===== src/design/timer_ctl_defs.vh =====
`ifndef TIMER_CTL_DEFS_VH
`define TIMER_CTL_DEFS_VH

// ----------------------------------------
// Register offsets (byte addresses)
// ----------------------------------------
`define OFF_TIMER_CONTROL 8'h20
`define OFF_TIMER_GLOBAL_CONTROL 8'h24
`define OFF_UPPER_HALF_COUNTER 8'h18
`define OFF_UPPER_HALF_PERIOD 8'h1c

// ----------------------------------------
// timer_control fields
// ----------------------------------------
`define BIT_OUTPUT_LEVEL_STATUS 0
`define BIT_OUTPUT_INVERT 1
`define BIT_INPUT_INVERT 2
`define BIT_LOWER_CLOCK_SOURCE 8
`define UPPER_ENABLE_MODE_HI 23
`define UPPER_ENABLE_MODE_LO 22

// ----------------------------------------
// timer_global_control fields
// ----------------------------------------
`define BIT_LOWER_RELEASE 0
`define BIT_UPPER_RELEASE 1
`define MODE_HI 3
`define MODE_LO 2
`define PSC_HI 11
`define PSC_LO 8
`define TDD_HI 15
`define TDD_LO 12

// ----------------------------------------
// Encodings and reset values
// ----------------------------------------
`define MODE_GP64 2'h0
`define MODE_DUAL_UNCHAINED 2'h1
`define MODE_WATCHDOG 2'h2
`define MODE_DUAL_CHAINED 2'h3
`define ENA_OFF 2'h0
`define ENA_ONCE 2'h1
`define ENA_CONT 2'h2
`define RESET_WORD 32'h0000_0000
`define INPUT_DIVIDE_RATIO 6
// Pin rising edges per half period of the divided clock, less one
`define DIV_HALF_LAST 3'h2

`endif


===== src/design/timer_mode_prescale_output_ctl.v =====
// Our own choices: the address map and the strobed register port.
`timescale 1ns/1ns
`include "timer_ctl_defs.vh"

// ----------------------------------------
// Behaviour notes
// ----------------------------------------
// The upper half counts on the internal clock only; the pin feeds the lower tick.
// The divide-by-six option is built here from the synchronised pin, so the
// divided clock steps only on pin edges that survive the two-flop sync.
// In continuous mode the upper half clears on the next clock after its period whatever the prescale,
// so the period value itself shows for one clock only; once mode holds it there.
// A prescale match that lands on that clearing clock is lost, not carried.
// Reserved enable mode 3h leaves the upper half stopped.
// A counter write wins over counting and over the period clear.
// The output pin lags the raw timer output by two clocks, status by one.
// Mode flags toward the counter slice lag the mode field by one clock.

module timer_mode_prescale_output_ctl #(
  parameter CNT_W = 32
) (
  // Clock and reset
  input wire clk,
  input wire rst,
  // Register port
  input wire [7:0] addr,
  input wire [31:0] wdata,
  input wire wr,
  input wire rd,
  output reg [31:0] rdata_ff,
  // System option and timer signals from the counter slice
  input wire input_divide_select,
  input wire timer_out_raw,
  // Pins
  input wire timer_in_pin,
  output reg timer_out_pin_ff,
  // Decoded state toward the counter slice
  output reg lower_tick_ff,
  output reg [1:0] timer_mode_select_ff,
  output reg mode_is_watchdog_ff,
  output reg mode_is_chained_ff
);

  // ----------------------------------------
  // Control registers
  // ----------------------------------------
  reg input_invert_ff;
  reg output_invert_ff;
  reg lower_clock_source_ff;
  reg [1:0] upper_enable_mode_ff;
  reg [3:0] upper_prescale_value_ff;
  reg [3:0] upper_divide_down_count_ff;
  reg upper_half_reset_release_ff;
  reg lower_half_reset_release_ff;
  reg [CNT_W-1:0] upper_half_counter_ff;
  reg [CNT_W-1:0] upper_half_period_ff;
  reg output_level_status_ff;
  reg bump_ff;

  // Pin and option synchronisers; stage one is read only by stage two
  reg pin_s1_ff;
  reg pin_s2_ff;
  reg pin_prev_ff;
  reg div_s1_ff;
  reg div_s2_ff;
  reg [2:0] div_cnt_ff;
  reg div_clk_ff;
  reg div_clk_prev_ff;

  // ----------------------------------------
  // Combinational decode
  // ----------------------------------------
  function sel;
    input [7:0] a;
    input [7:0] off;
    begin
      sel = (a == off);
    end
  endfunction

  // Mode field compare, shared by the run gate and the mode flags
  function is_mode;
    input [1:0] m;
    input [1:0] code;
    begin
      is_mode = (m == code);
    end
  endfunction

  wire wr_ctl = wr & sel(addr, `OFF_TIMER_CONTROL);
  wire wr_gctl = wr & sel(addr, `OFF_TIMER_GLOBAL_CONTROL);
  wire wr_cnt = wr & sel(addr, `OFF_UPPER_HALF_COUNTER);
  wire wr_prd = wr & sel(addr, `OFF_UPPER_HALF_PERIOD);

  // Raw external level: the divided clock when the divide option is on
  wire ext_level = div_s2_ff ? div_clk_ff : pin_s2_ff;
  wire ext_prev = div_s2_ff ? div_clk_prev_ff : pin_prev_ff;
  // Inversion turns a falling edge into the counted edge
  wire ext_cur_inv = input_invert_ff ? ~ext_level : ext_level;
  wire ext_prev_inv = input_invert_ff ? ~ext_prev : ext_prev;
  wire ext_tick = ext_cur_inv & ~ext_prev_inv;
  // Internal clock ignores the inversion bit entirely
  wire nxt_lower_tick = lower_clock_source_ff ? ext_tick : 1'b1;

  // Upper half enabled only in unchained mode and out of reset
  wire upper_run = is_mode(timer_mode_select_ff, `MODE_DUAL_UNCHAINED)
    & upper_half_reset_release_ff
    & ((upper_enable_mode_ff == `ENA_ONCE) | (upper_enable_mode_ff == `ENA_CONT));
  wire at_period = (upper_half_counter_ff == upper_half_period_ff);
  wire once_done = (upper_enable_mode_ff == `ENA_ONCE) & at_period;
  wire psc_match = (upper_divide_down_count_ff == upper_prescale_value_ff);
  // Upper half shares the internal clock tick here
  wire upper_tick = upper_run & ~once_done;

  reg [31:0] nxt_rdata;

  // Read mux; unmapped addresses and reserved bits read zero
  always @*
  begin
    nxt_rdata = `RESET_WORD;
    if (sel(addr, `OFF_TIMER_CONTROL))
    begin
      nxt_rdata[`UPPER_ENABLE_MODE_HI:`UPPER_ENABLE_MODE_LO] = upper_enable_mode_ff;
      nxt_rdata[`BIT_LOWER_CLOCK_SOURCE] = lower_clock_source_ff;
      nxt_rdata[`BIT_INPUT_INVERT] = input_invert_ff;
      nxt_rdata[`BIT_OUTPUT_INVERT] = output_invert_ff;
      nxt_rdata[`BIT_OUTPUT_LEVEL_STATUS] = output_level_status_ff;
    end
    else if (sel(addr, `OFF_TIMER_GLOBAL_CONTROL))
    begin
      nxt_rdata[`TDD_HI:`TDD_LO] = upper_divide_down_count_ff;
      nxt_rdata[`PSC_HI:`PSC_LO] = upper_prescale_value_ff;
      nxt_rdata[`MODE_HI:`MODE_LO] = timer_mode_select_ff;
      nxt_rdata[`BIT_UPPER_RELEASE] = upper_half_reset_release_ff;
      nxt_rdata[`BIT_LOWER_RELEASE] = lower_half_reset_release_ff;
    end
    else if (sel(addr, `OFF_UPPER_HALF_COUNTER))
    begin
      nxt_rdata[CNT_W-1:0] = upper_half_counter_ff;
    end
    else if (sel(addr, `OFF_UPPER_HALF_PERIOD))
    begin
      nxt_rdata[CNT_W-1:0] = upper_half_period_ff;
    end
  end

  // ----------------------------------------
  // Register writes and bus read
  // ----------------------------------------
  // Read data stands one cycle after the strobe and is zero otherwise
  always @(posedge clk or posedge rst)
  begin
    if (rst)
    begin
      rdata_ff <= `RESET_WORD;
    end
    else
    begin
      rdata_ff <= rd ? nxt_rdata : `RESET_WORD;
    end
  end

  // Software-only fields; status bit 0 of control ignores writes
  always @(posedge clk or posedge rst)
  begin
    if (rst)
    begin
      input_invert_ff <= 1'b0;
      output_invert_ff <= 1'b0;
      lower_clock_source_ff <= 1'b0;
      upper_enable_mode_ff <= `ENA_OFF;
      upper_prescale_value_ff <= 4'h0;
      timer_mode_select_ff <= `MODE_GP64;
      upper_half_reset_release_ff <= 1'b0;
      lower_half_reset_release_ff <= 1'b0;
      upper_half_period_ff <= {CNT_W{1'b0}};
    end
    else
    begin
      if (wr_ctl)
      begin
        upper_enable_mode_ff <= wdata[`UPPER_ENABLE_MODE_HI:`UPPER_ENABLE_MODE_LO];
        lower_clock_source_ff <= wdata[`BIT_LOWER_CLOCK_SOURCE];
        input_invert_ff <= wdata[`BIT_INPUT_INVERT];
        output_invert_ff <= wdata[`BIT_OUTPUT_INVERT];
      end
      if (wr_gctl)
      begin
        upper_prescale_value_ff <= wdata[`PSC_HI:`PSC_LO];
        timer_mode_select_ff <= wdata[`MODE_HI:`MODE_LO];
        upper_half_reset_release_ff <= wdata[`BIT_UPPER_RELEASE];
        lower_half_reset_release_ff <= wdata[`BIT_LOWER_RELEASE];
      end
      if (wr_prd)
      begin
        upper_half_period_ff <= wdata[CNT_W-1:0];
      end
    end
  end

  // ----------------------------------------
  // Upper half prescaler and counter
  // ----------------------------------------
  // Match pulses bump one cycle later so the counter lags the match
  always @(posedge clk or posedge rst)
  begin
    if (rst)
    begin
      upper_divide_down_count_ff <= 4'h0;
      bump_ff <= 1'b0;
    end
    else
    begin
      bump_ff <= upper_tick & psc_match;
      if (~upper_half_reset_release_ff)
      begin
        upper_divide_down_count_ff <= 4'h0;
      end
      else if (upper_tick)
      begin
        upper_divide_down_count_ff <= psc_match ? 4'h0
          : upper_divide_down_count_ff + 4'h1;
      end
    end
  end

  // Counter itself; a pending bump is dropped on the clearing clock
  always @(posedge clk or posedge rst)
  begin
    if (rst)
    begin
      upper_half_counter_ff <= {CNT_W{1'b0}};
    end
    else
    begin
      if (wr_cnt)
      begin
        upper_half_counter_ff <= wdata[CNT_W-1:0];
      end
      else if (~upper_half_reset_release_ff)
      begin
        upper_half_counter_ff <= {CNT_W{1'b0}};
      end
      else if (upper_run & at_period & (upper_enable_mode_ff == `ENA_CONT))
      begin
        upper_half_counter_ff <= {CNT_W{1'b0}};
      end
      else if (bump_ff & ~once_done)
      begin
        upper_half_counter_ff <= upper_half_counter_ff + {{(CNT_W-1){1'b0}}, 1'b1};
      end
    end
  end

  // ----------------------------------------
  // Clock source, divider and output path
  // ----------------------------------------
  // Two-flop synchronisers for the pin and the divide option
  always @(posedge clk or posedge rst)
  begin
    if (rst)
    begin
      pin_s1_ff <= 1'b0;
      pin_s2_ff <= 1'b0;
      pin_prev_ff <= 1'b0;
      div_s1_ff <= 1'b0;
      div_s2_ff <= 1'b0;
    end
    else
    begin
      pin_s1_ff <= timer_in_pin;
      pin_s2_ff <= pin_s1_ff;
      pin_prev_ff <= pin_s2_ff;
      div_s1_ff <= input_divide_select;
      div_s2_ff <= div_s1_ff;
    end
  end

  // Divide-by-six of the synchronised pin, counted on its rising edges;
  // it runs even when not selected, so switching in gives no fresh phase
  always @(posedge clk or posedge rst)
  begin
    if (rst)
    begin
      div_cnt_ff <= 3'h0;
      div_clk_ff <= 1'b0;
      div_clk_prev_ff <= 1'b0;
    end
    else
    begin
      div_clk_prev_ff <= div_clk_ff;
      if (pin_s2_ff & ~pin_prev_ff)
      begin
        if (div_cnt_ff == `DIV_HALF_LAST)
        begin
          div_cnt_ff <= 3'h0;
          div_clk_ff <= ~div_clk_ff;
        end
        else
        begin
          div_cnt_ff <= div_cnt_ff + 3'h1;
        end
      end
    end
  end

  // ----------------------------------------
  // Tick, output pin and mode flags
  // ----------------------------------------
  // All outputs toward pins and the counter slice leave straight from flops
  always @(posedge clk or posedge rst)
  begin
    if (rst)
    begin
      lower_tick_ff <= 1'b0;
      output_level_status_ff <= 1'b0;
      timer_out_pin_ff <= 1'b0;
      mode_is_watchdog_ff <= 1'b0;
      mode_is_chained_ff <= 1'b0;
    end
    else
    begin
      lower_tick_ff <= nxt_lower_tick & lower_half_reset_release_ff;
      output_level_status_ff <= timer_out_raw;
      // Pin follows status, so it lags the raw signal by two cycles
      timer_out_pin_ff <= output_invert_ff ? ~output_level_status_ff
        : output_level_status_ff;
      mode_is_watchdog_ff <= is_mode(timer_mode_select_ff, `MODE_WATCHDOG);
      mode_is_chained_ff <= is_mode(timer_mode_select_ff, `MODE_DUAL_CHAINED);
    end
  end

endmodule


===== config.mk =====
export PLATFORM = sky130hd
export DESIGN_NAME = timer_mode_prescale_output_ctl
export DESIGN_NICKNAME = d
export VERILOG_FILES = /design/src/design/timer_mode_prescale_output_ctl.v
export VERILOG_INCLUDE_DIRS = /design/src /design/src/design
export SDC_FILE = /design/constraint.sdc
export NUM_CORES = 1
export LEC_CHECK = 0
export BUFFER_PORTS_ARGS = -buffer_cell sky130_fd_sc_hd__buf_2
export CAP_MARGIN = 20
export CORE_MARGIN = 2
export CORE_UTILIZATION = 59
export DETAILED_ROUTE_END_ITERATION = 7
export GPL_TIMING_DRIVEN = 0
export PLACE_DENSITY = 0.84
export SLEW_MARGIN = 40
export SYNTH_ARGS = -nofsm -noshare
export SYNTH_HDL_FRONTEND = slang
export SYNTH_SLANG_ARGS = --single-unit
export TNS_END_PERCENT = 5

===== constraint.sdc =====
create_clock -name clk -period 4.15 [get_ports clk]
set_input_delay 0.415 -clock clk [delete_from_list [all_inputs] [get_ports clk]]
set_output_delay 0.415 -clock clk [all_outputs]
set_load 0.01 [all_outputs]

==> run_results.csv <==
group,metric,value,unit
power_and_ir_drop,p_clk_share,51.5,%
timing,max_clock_freq,300,MHz
worst_setup_path,r2r_setup_slack,0.82,ns
floorplanning,die_area,12600,um2
logic_synthesis,synthCells,641,
place,portBuffers,83,
clocking,cts.reportedPaths.clkPinSlew,0.06,ns
worst_setup_path,critPathArrivalTime,3.63,ns
timing,slew_viol_final,0,
worst_setup_path,critical_path_required,4.45,ns
power_and_ir_drop,internal_power,2.57,mW
power_and_ir_drop,irDropWorstVdd,0.464,mV
global_route,wire_length_of_the_first_global_routing_pass,34000,um
cells_and_area,fill_cell_instance_count_of_the_final_layout,827,
timing,min_period,3.33,ns
place,preCtsSetupSlack,0.865,ns
timing,finalSetupTns,0,ns
cells_and_area,layout.cells.non_filler,900,
clocking,cts-hold-fix-buffers,0,
cells_and_area,final_util,72.3,%
worst_setup_path,timing.rr.end,"upper_half_counter_ff[10]$_DFFE_PP0P_",
clocking,cts.path.max_buffers,2,
power_and_ir_drop,cellPowerDensity,410,nW/um2
timing,timing_hold_violations_final,0,
floorplanning,die-height,112,um
power_and_ir_drop,power_frac_comb,8.3,%
place,postPlaceCellArea,7570,um2
floorplanning,starting_density_of_the_core,60.7,%
logic_synthesis,mappedNetlistArea,6930,um2
routing,drt_first_pass_iters,6,
clocking,clk_root_buffer_cell,"sky130_fd_sc_hd__clkbuf_16",
logic_synthesis,synthTopCellsByArea,"sky130_fd_sc_hd__dfrtp_1 47%, sky130_fd_sc_hd__mux2_2 7.2%, sky130_fd_sc_hd__xor2_1 4.3%",
run_status,status,"finished clean",
clocking,tritoncts,"done",
worst_setup_path,rr_worst_depth,7,
worst_setup_path,nature_of_the_critical_path_startpoint,"flop",
floorplanning,core_area,11400,um2
place,dpl.hpwl,15300,um
logic_synthesis,yosysWarningCount,0,
timing,relative_slew_slack,46.8,%
timing,setup_repair_after_global_routing_missed_its_margin,"no",
timing,whs,0.0176,ns
timing,finalSetupViolCount,0,
floorplanning,row_count,39,
global_route,grt-ovfl-total,0,
power_and_ir_drop,leakage,3.91,nW
cells_and_area,register_area,3230,um2
cells_and_area,share_of_final_layout_standard_cells_stronger_than_drive_strength_1,26.2,%
clocking,cts_inserted_buffers,17,
cells_and_area,diodes_inserted,0,
global_route,via_count_of_the_first_global_routing_pass,6064,
min_path,holdCritPathClass,"in2async",
cells_and_area,multi_input_area,3450,um2
worst_setup_path,critical_path_class,"reg2reg",
routing,drt_wl_total,22000,um
logic_synthesis,mappedNetlistNets,692,
floorplanning,fp.dieW,112,um
clocking,cts_setup_buffers,0,
cells_and_area,final_cell_area,8250,um2
logic_synthesis,ys_flop_type,"sky130_fd_sc_hd__dfrtp_1",
routing,drc,0,
timing,worstMarginPinSlew,0.791,ns
routing,wire_length_per_cell_after_detailed_routing,24.4,um
clocking,clock_insertion_delay_worst_skew,0.43,ns
logic_synthesis,post_synth_top_area_cell,"sky130_fd_sc_hd__dfrtp_1",
global_route,pin_count_of_the_biggest_net_entering_global_routing,70,
timing,skew,0.00745,ns
global_route,initial_antenna_violation_count,1,
power_and_ir_drop,power.net_switching,0.809,mW
routing,num_vias,6080,
power_and_ir_drop,design_power_total,3.38,mW
timing,setup_slack,0.818,ns
routing,antenna_left,0,
worst_setup_path,critical_path.reg2reg.startpoint,"upper_half_counter_ff[21]$_DFFE_PP0P_",
clocking,clock_sink_count,129,
routing,drtIter0Drc,688,
clocking,count_of_h_tree_levels_built_during_cts,4,
place,post-place-cells,868,
cells_and_area,syn_to_final_growth,19.1,%
routing,avgViaCountPerCell,6.76,
logic_synthesis,ys_seq_elements,129,
logic_synthesis,synth-async-reset-ratio,100,%
cells_and_area,final_net_count,795,
worst_setup_path,crit_fanout,10,
timing,final.period_utilization,80.3,%
floorplanning,ios,85,
logic_synthesis,synth_edf_count,0,
logic_synthesis,synth.yosys.seq_area_share,46.6,%
place,globalplace.congestion,0.952,
logic_synthesis,synthDistinctLibCells,69,
clocking,post_cts_resize_count,0,
flow_run,maxCapViolCount,0,
logic_synthesis,post_synth.cell_area_avg,10.8,um2
power_and_ir_drop,sequentialPowerShare,40.2,%
logic_synthesis,synthDominantCellAreaShare,46.6,%
worst_setup_path,cp-end-kind,"flop",
power_and_ir_drop,power.switching_fraction,23.9,%
global_route,grt_use_total,35.8,%
==> layout by cell type (no fill, tap or decap), types with 5 or more instances in the layout <==
cell type                   netlist  layout
sky130_fd_sc_hd__nand4_1          8       8
sky130_fd_sc_hd__o211ai_1        16      16
sky130_fd_sc_hd__and2_1          10      10
sky130_fd_sc_hd__xor2_1          34      34
sky130_fd_sc_hd__o2bb2a_1        15      15
sky130_fd_sc_hd__and4_1           5       5
sky130_fd_sc_hd__clkbuf_16        0      17
sky130_fd_sc_hd__clkbuf_1        20      21
sky130_fd_sc_hd__a311o_1          5       5
sky130_fd_sc_hd__mux2_2          44      44
sky130_fd_sc_hd__a211o_1          5       5
sky130_fd_sc_hd__a21oi_1          5       5
sky130_fd_sc_hd__o311ai_0         5       5
sky130_fd_sc_hd__and3_1           5       5
sky130_fd_sc_hd__buf_2           15      99
sky130_fd_sc_hd__a32oi_1         11      11
sky130_fd_sc_hd__bufinv_16        0       6
sky130_fd_sc_hd__nor2_1          29      29
sky130_fd_sc_hd__nand2b_1         5       5
sky130_fd_sc_hd__a22o_1           8       8
sky130_fd_sc_hd__nor2b_1         13      13
sky130_fd_sc_hd__a22oi_1         18      18
sky130_fd_sc_hd__inv_1            9       8
sky130_fd_sc_hd__o22ai_1          5       5
sky130_fd_sc_hd__nor4_1           6       6
sky130_fd_sc_hd__a2bb2oi_1       10      10
sky130_fd_sc_hd__buf_1            6       5
sky130_fd_sc_hd__nand2_1         51      51
sky130_fd_sc_hd__dfrtp_1        129     129
sky130_fd_sc_hd__xnor2_1          5       5
sky130_fd_sc_hd__mux2i_1         26      26
sky130_fd_sc_hd__nor3_1           9       9
sky130_fd_sc_hd__o21ai_0         12      12
sky130_fd_sc_hd__a31oi_1         14      14
sky130_fd_sc_hd__nand3_1         24      24
==> synthesized netlist by cell type (all sizes together), types with 8 or more instances <==
library cell	number
a31oi	14
mux2	45
a22o	8
nor2	30
nand2	51
mux2i	26
o211ai	16
buf	26
nor3	10
clkbuf	20
nor4	9
o311ai	9
nor2b	13
o21ai	12
inv	9
dfrtp	129
o2bb2a	15
a2bb2oi	10
and2	10
nand4	9
xor2	34
nand3	25
a32oi	11
a22oi	20
==> critical path, stage by stage, from the launching register on <==
cell	delay, ns
sky130_fd_sc_hd__dfrtp_1	0.45
sky130_fd_sc_hd__xor2_1	0.21
sky130_fd_sc_hd__nor4_1	0.72
sky130_fd_sc_hd__nand4_2	0.33
sky130_fd_sc_hd__o31ai_4	0.61
sky130_fd_sc_hd__buf_2	0.39
sky130_fd_sc_hd__nand3_1	0.27
sky130_fd_sc_hd__a2bb2oi_1	0.23
==> cell type report <==
cell class | instances | area share (%)
buffer | 46 | 2.70
clock inverter | 12 | 2.76
tap | 143 | 2.17
sequential | 129 | 39.1
multi-input combinational | 457 | 41.9
inverter | 9 | 0.500
clock buffer | 20 | 5.53
timing repair buffer | 84 | 5.37
==> sequential cells by signal, indices dropped and copies added, names as in the netlist, 2 cells and up <==
register,cells
div_cnt_ff,3
rdata_ff,32
upper_prescale_value_ff,4
timer_mode_select_ff,2
upper_half_counter_ff,32
upper_enable_mode_ff,2
upper_divide_down_count_ff,4
upper_half_period_ff,32
==> routing by layer <==
layer	GRT usage [%]	routed length, um	part of all wire (%)	vias to the layer above
li1	-	-	-	2642
met5	0	0	0	-
met3	9.13	1820	8.3	69
met2	56.8	10500	48	352
met1	46.9	8860	40	3017
met4	15.4	800	3.6	0
==> kinds of logic (layout without fill, tap and decap cells) <==
logic type | count (synthesis) | after routing | share of synthesized area (%)
and+or+nand+nor | 187 | 187 | 14.7
AOI/OAI and AO/OA | 156 | 156 | 18.3
DFF | 129 | 129 | 46.6
muxes | 71 | 71 | 11.1
buffers and inverters | 55 | 171 | 3.68
xor gates and xnor gates | 39 | 39 | 4.93
adders and majority gates | 4 | 4 | 0.722
==> worst max-delay path by stage <==
stage                                            endpoint  cells past startpoint  slack, ns                             startpoint
global placement     upper_half_counter_ff[9]$_DFFE_PP0P_                      2      -1.02                                    rst
finish              upper_half_counter_ff[10]$_DFFE_PP0P_                      7       0.82  upper_half_counter_ff[21]$_DFFE_PP0P_
floorplan                               bump_ff$_DFF_PP0_                      1       0.29                                    rst
detailed placement  upper_half_counter_ff[10]$_DFFE_PP0P_                      7       0.87  upper_half_counter_ff[21]$_DFFE_PP0P_
CTS                 upper_half_counter_ff[10]$_DFFE_PP0P_                      8       0.85   upper_half_counter_ff[7]$_DFFE_PP0P_
global route        upper_half_counter_ff[10]$_DFFE_PP0P_                      8       0.69   upper_half_counter_ff[7]$_DFFE_PP0P_
==> power groups by stage <==
| stage | registers (mW) | logic [mW] | clock network [mW] |
|---|---|---|---|
| detailed placement | 1.38 | 0.277 | 0 |
| global placement | 1.37 | 0.262 | 0 |
| finish | 1.36 | 0.281 | 1.74 |
| floorplan | 1.37 | 0.174 | 0 |
| global route | 1.37 | 0.306 | 1.80 |
| CTS | 1.36 | 0.279 | 1.75 |
Note: power is estimated with default switching activity, not from simulation.
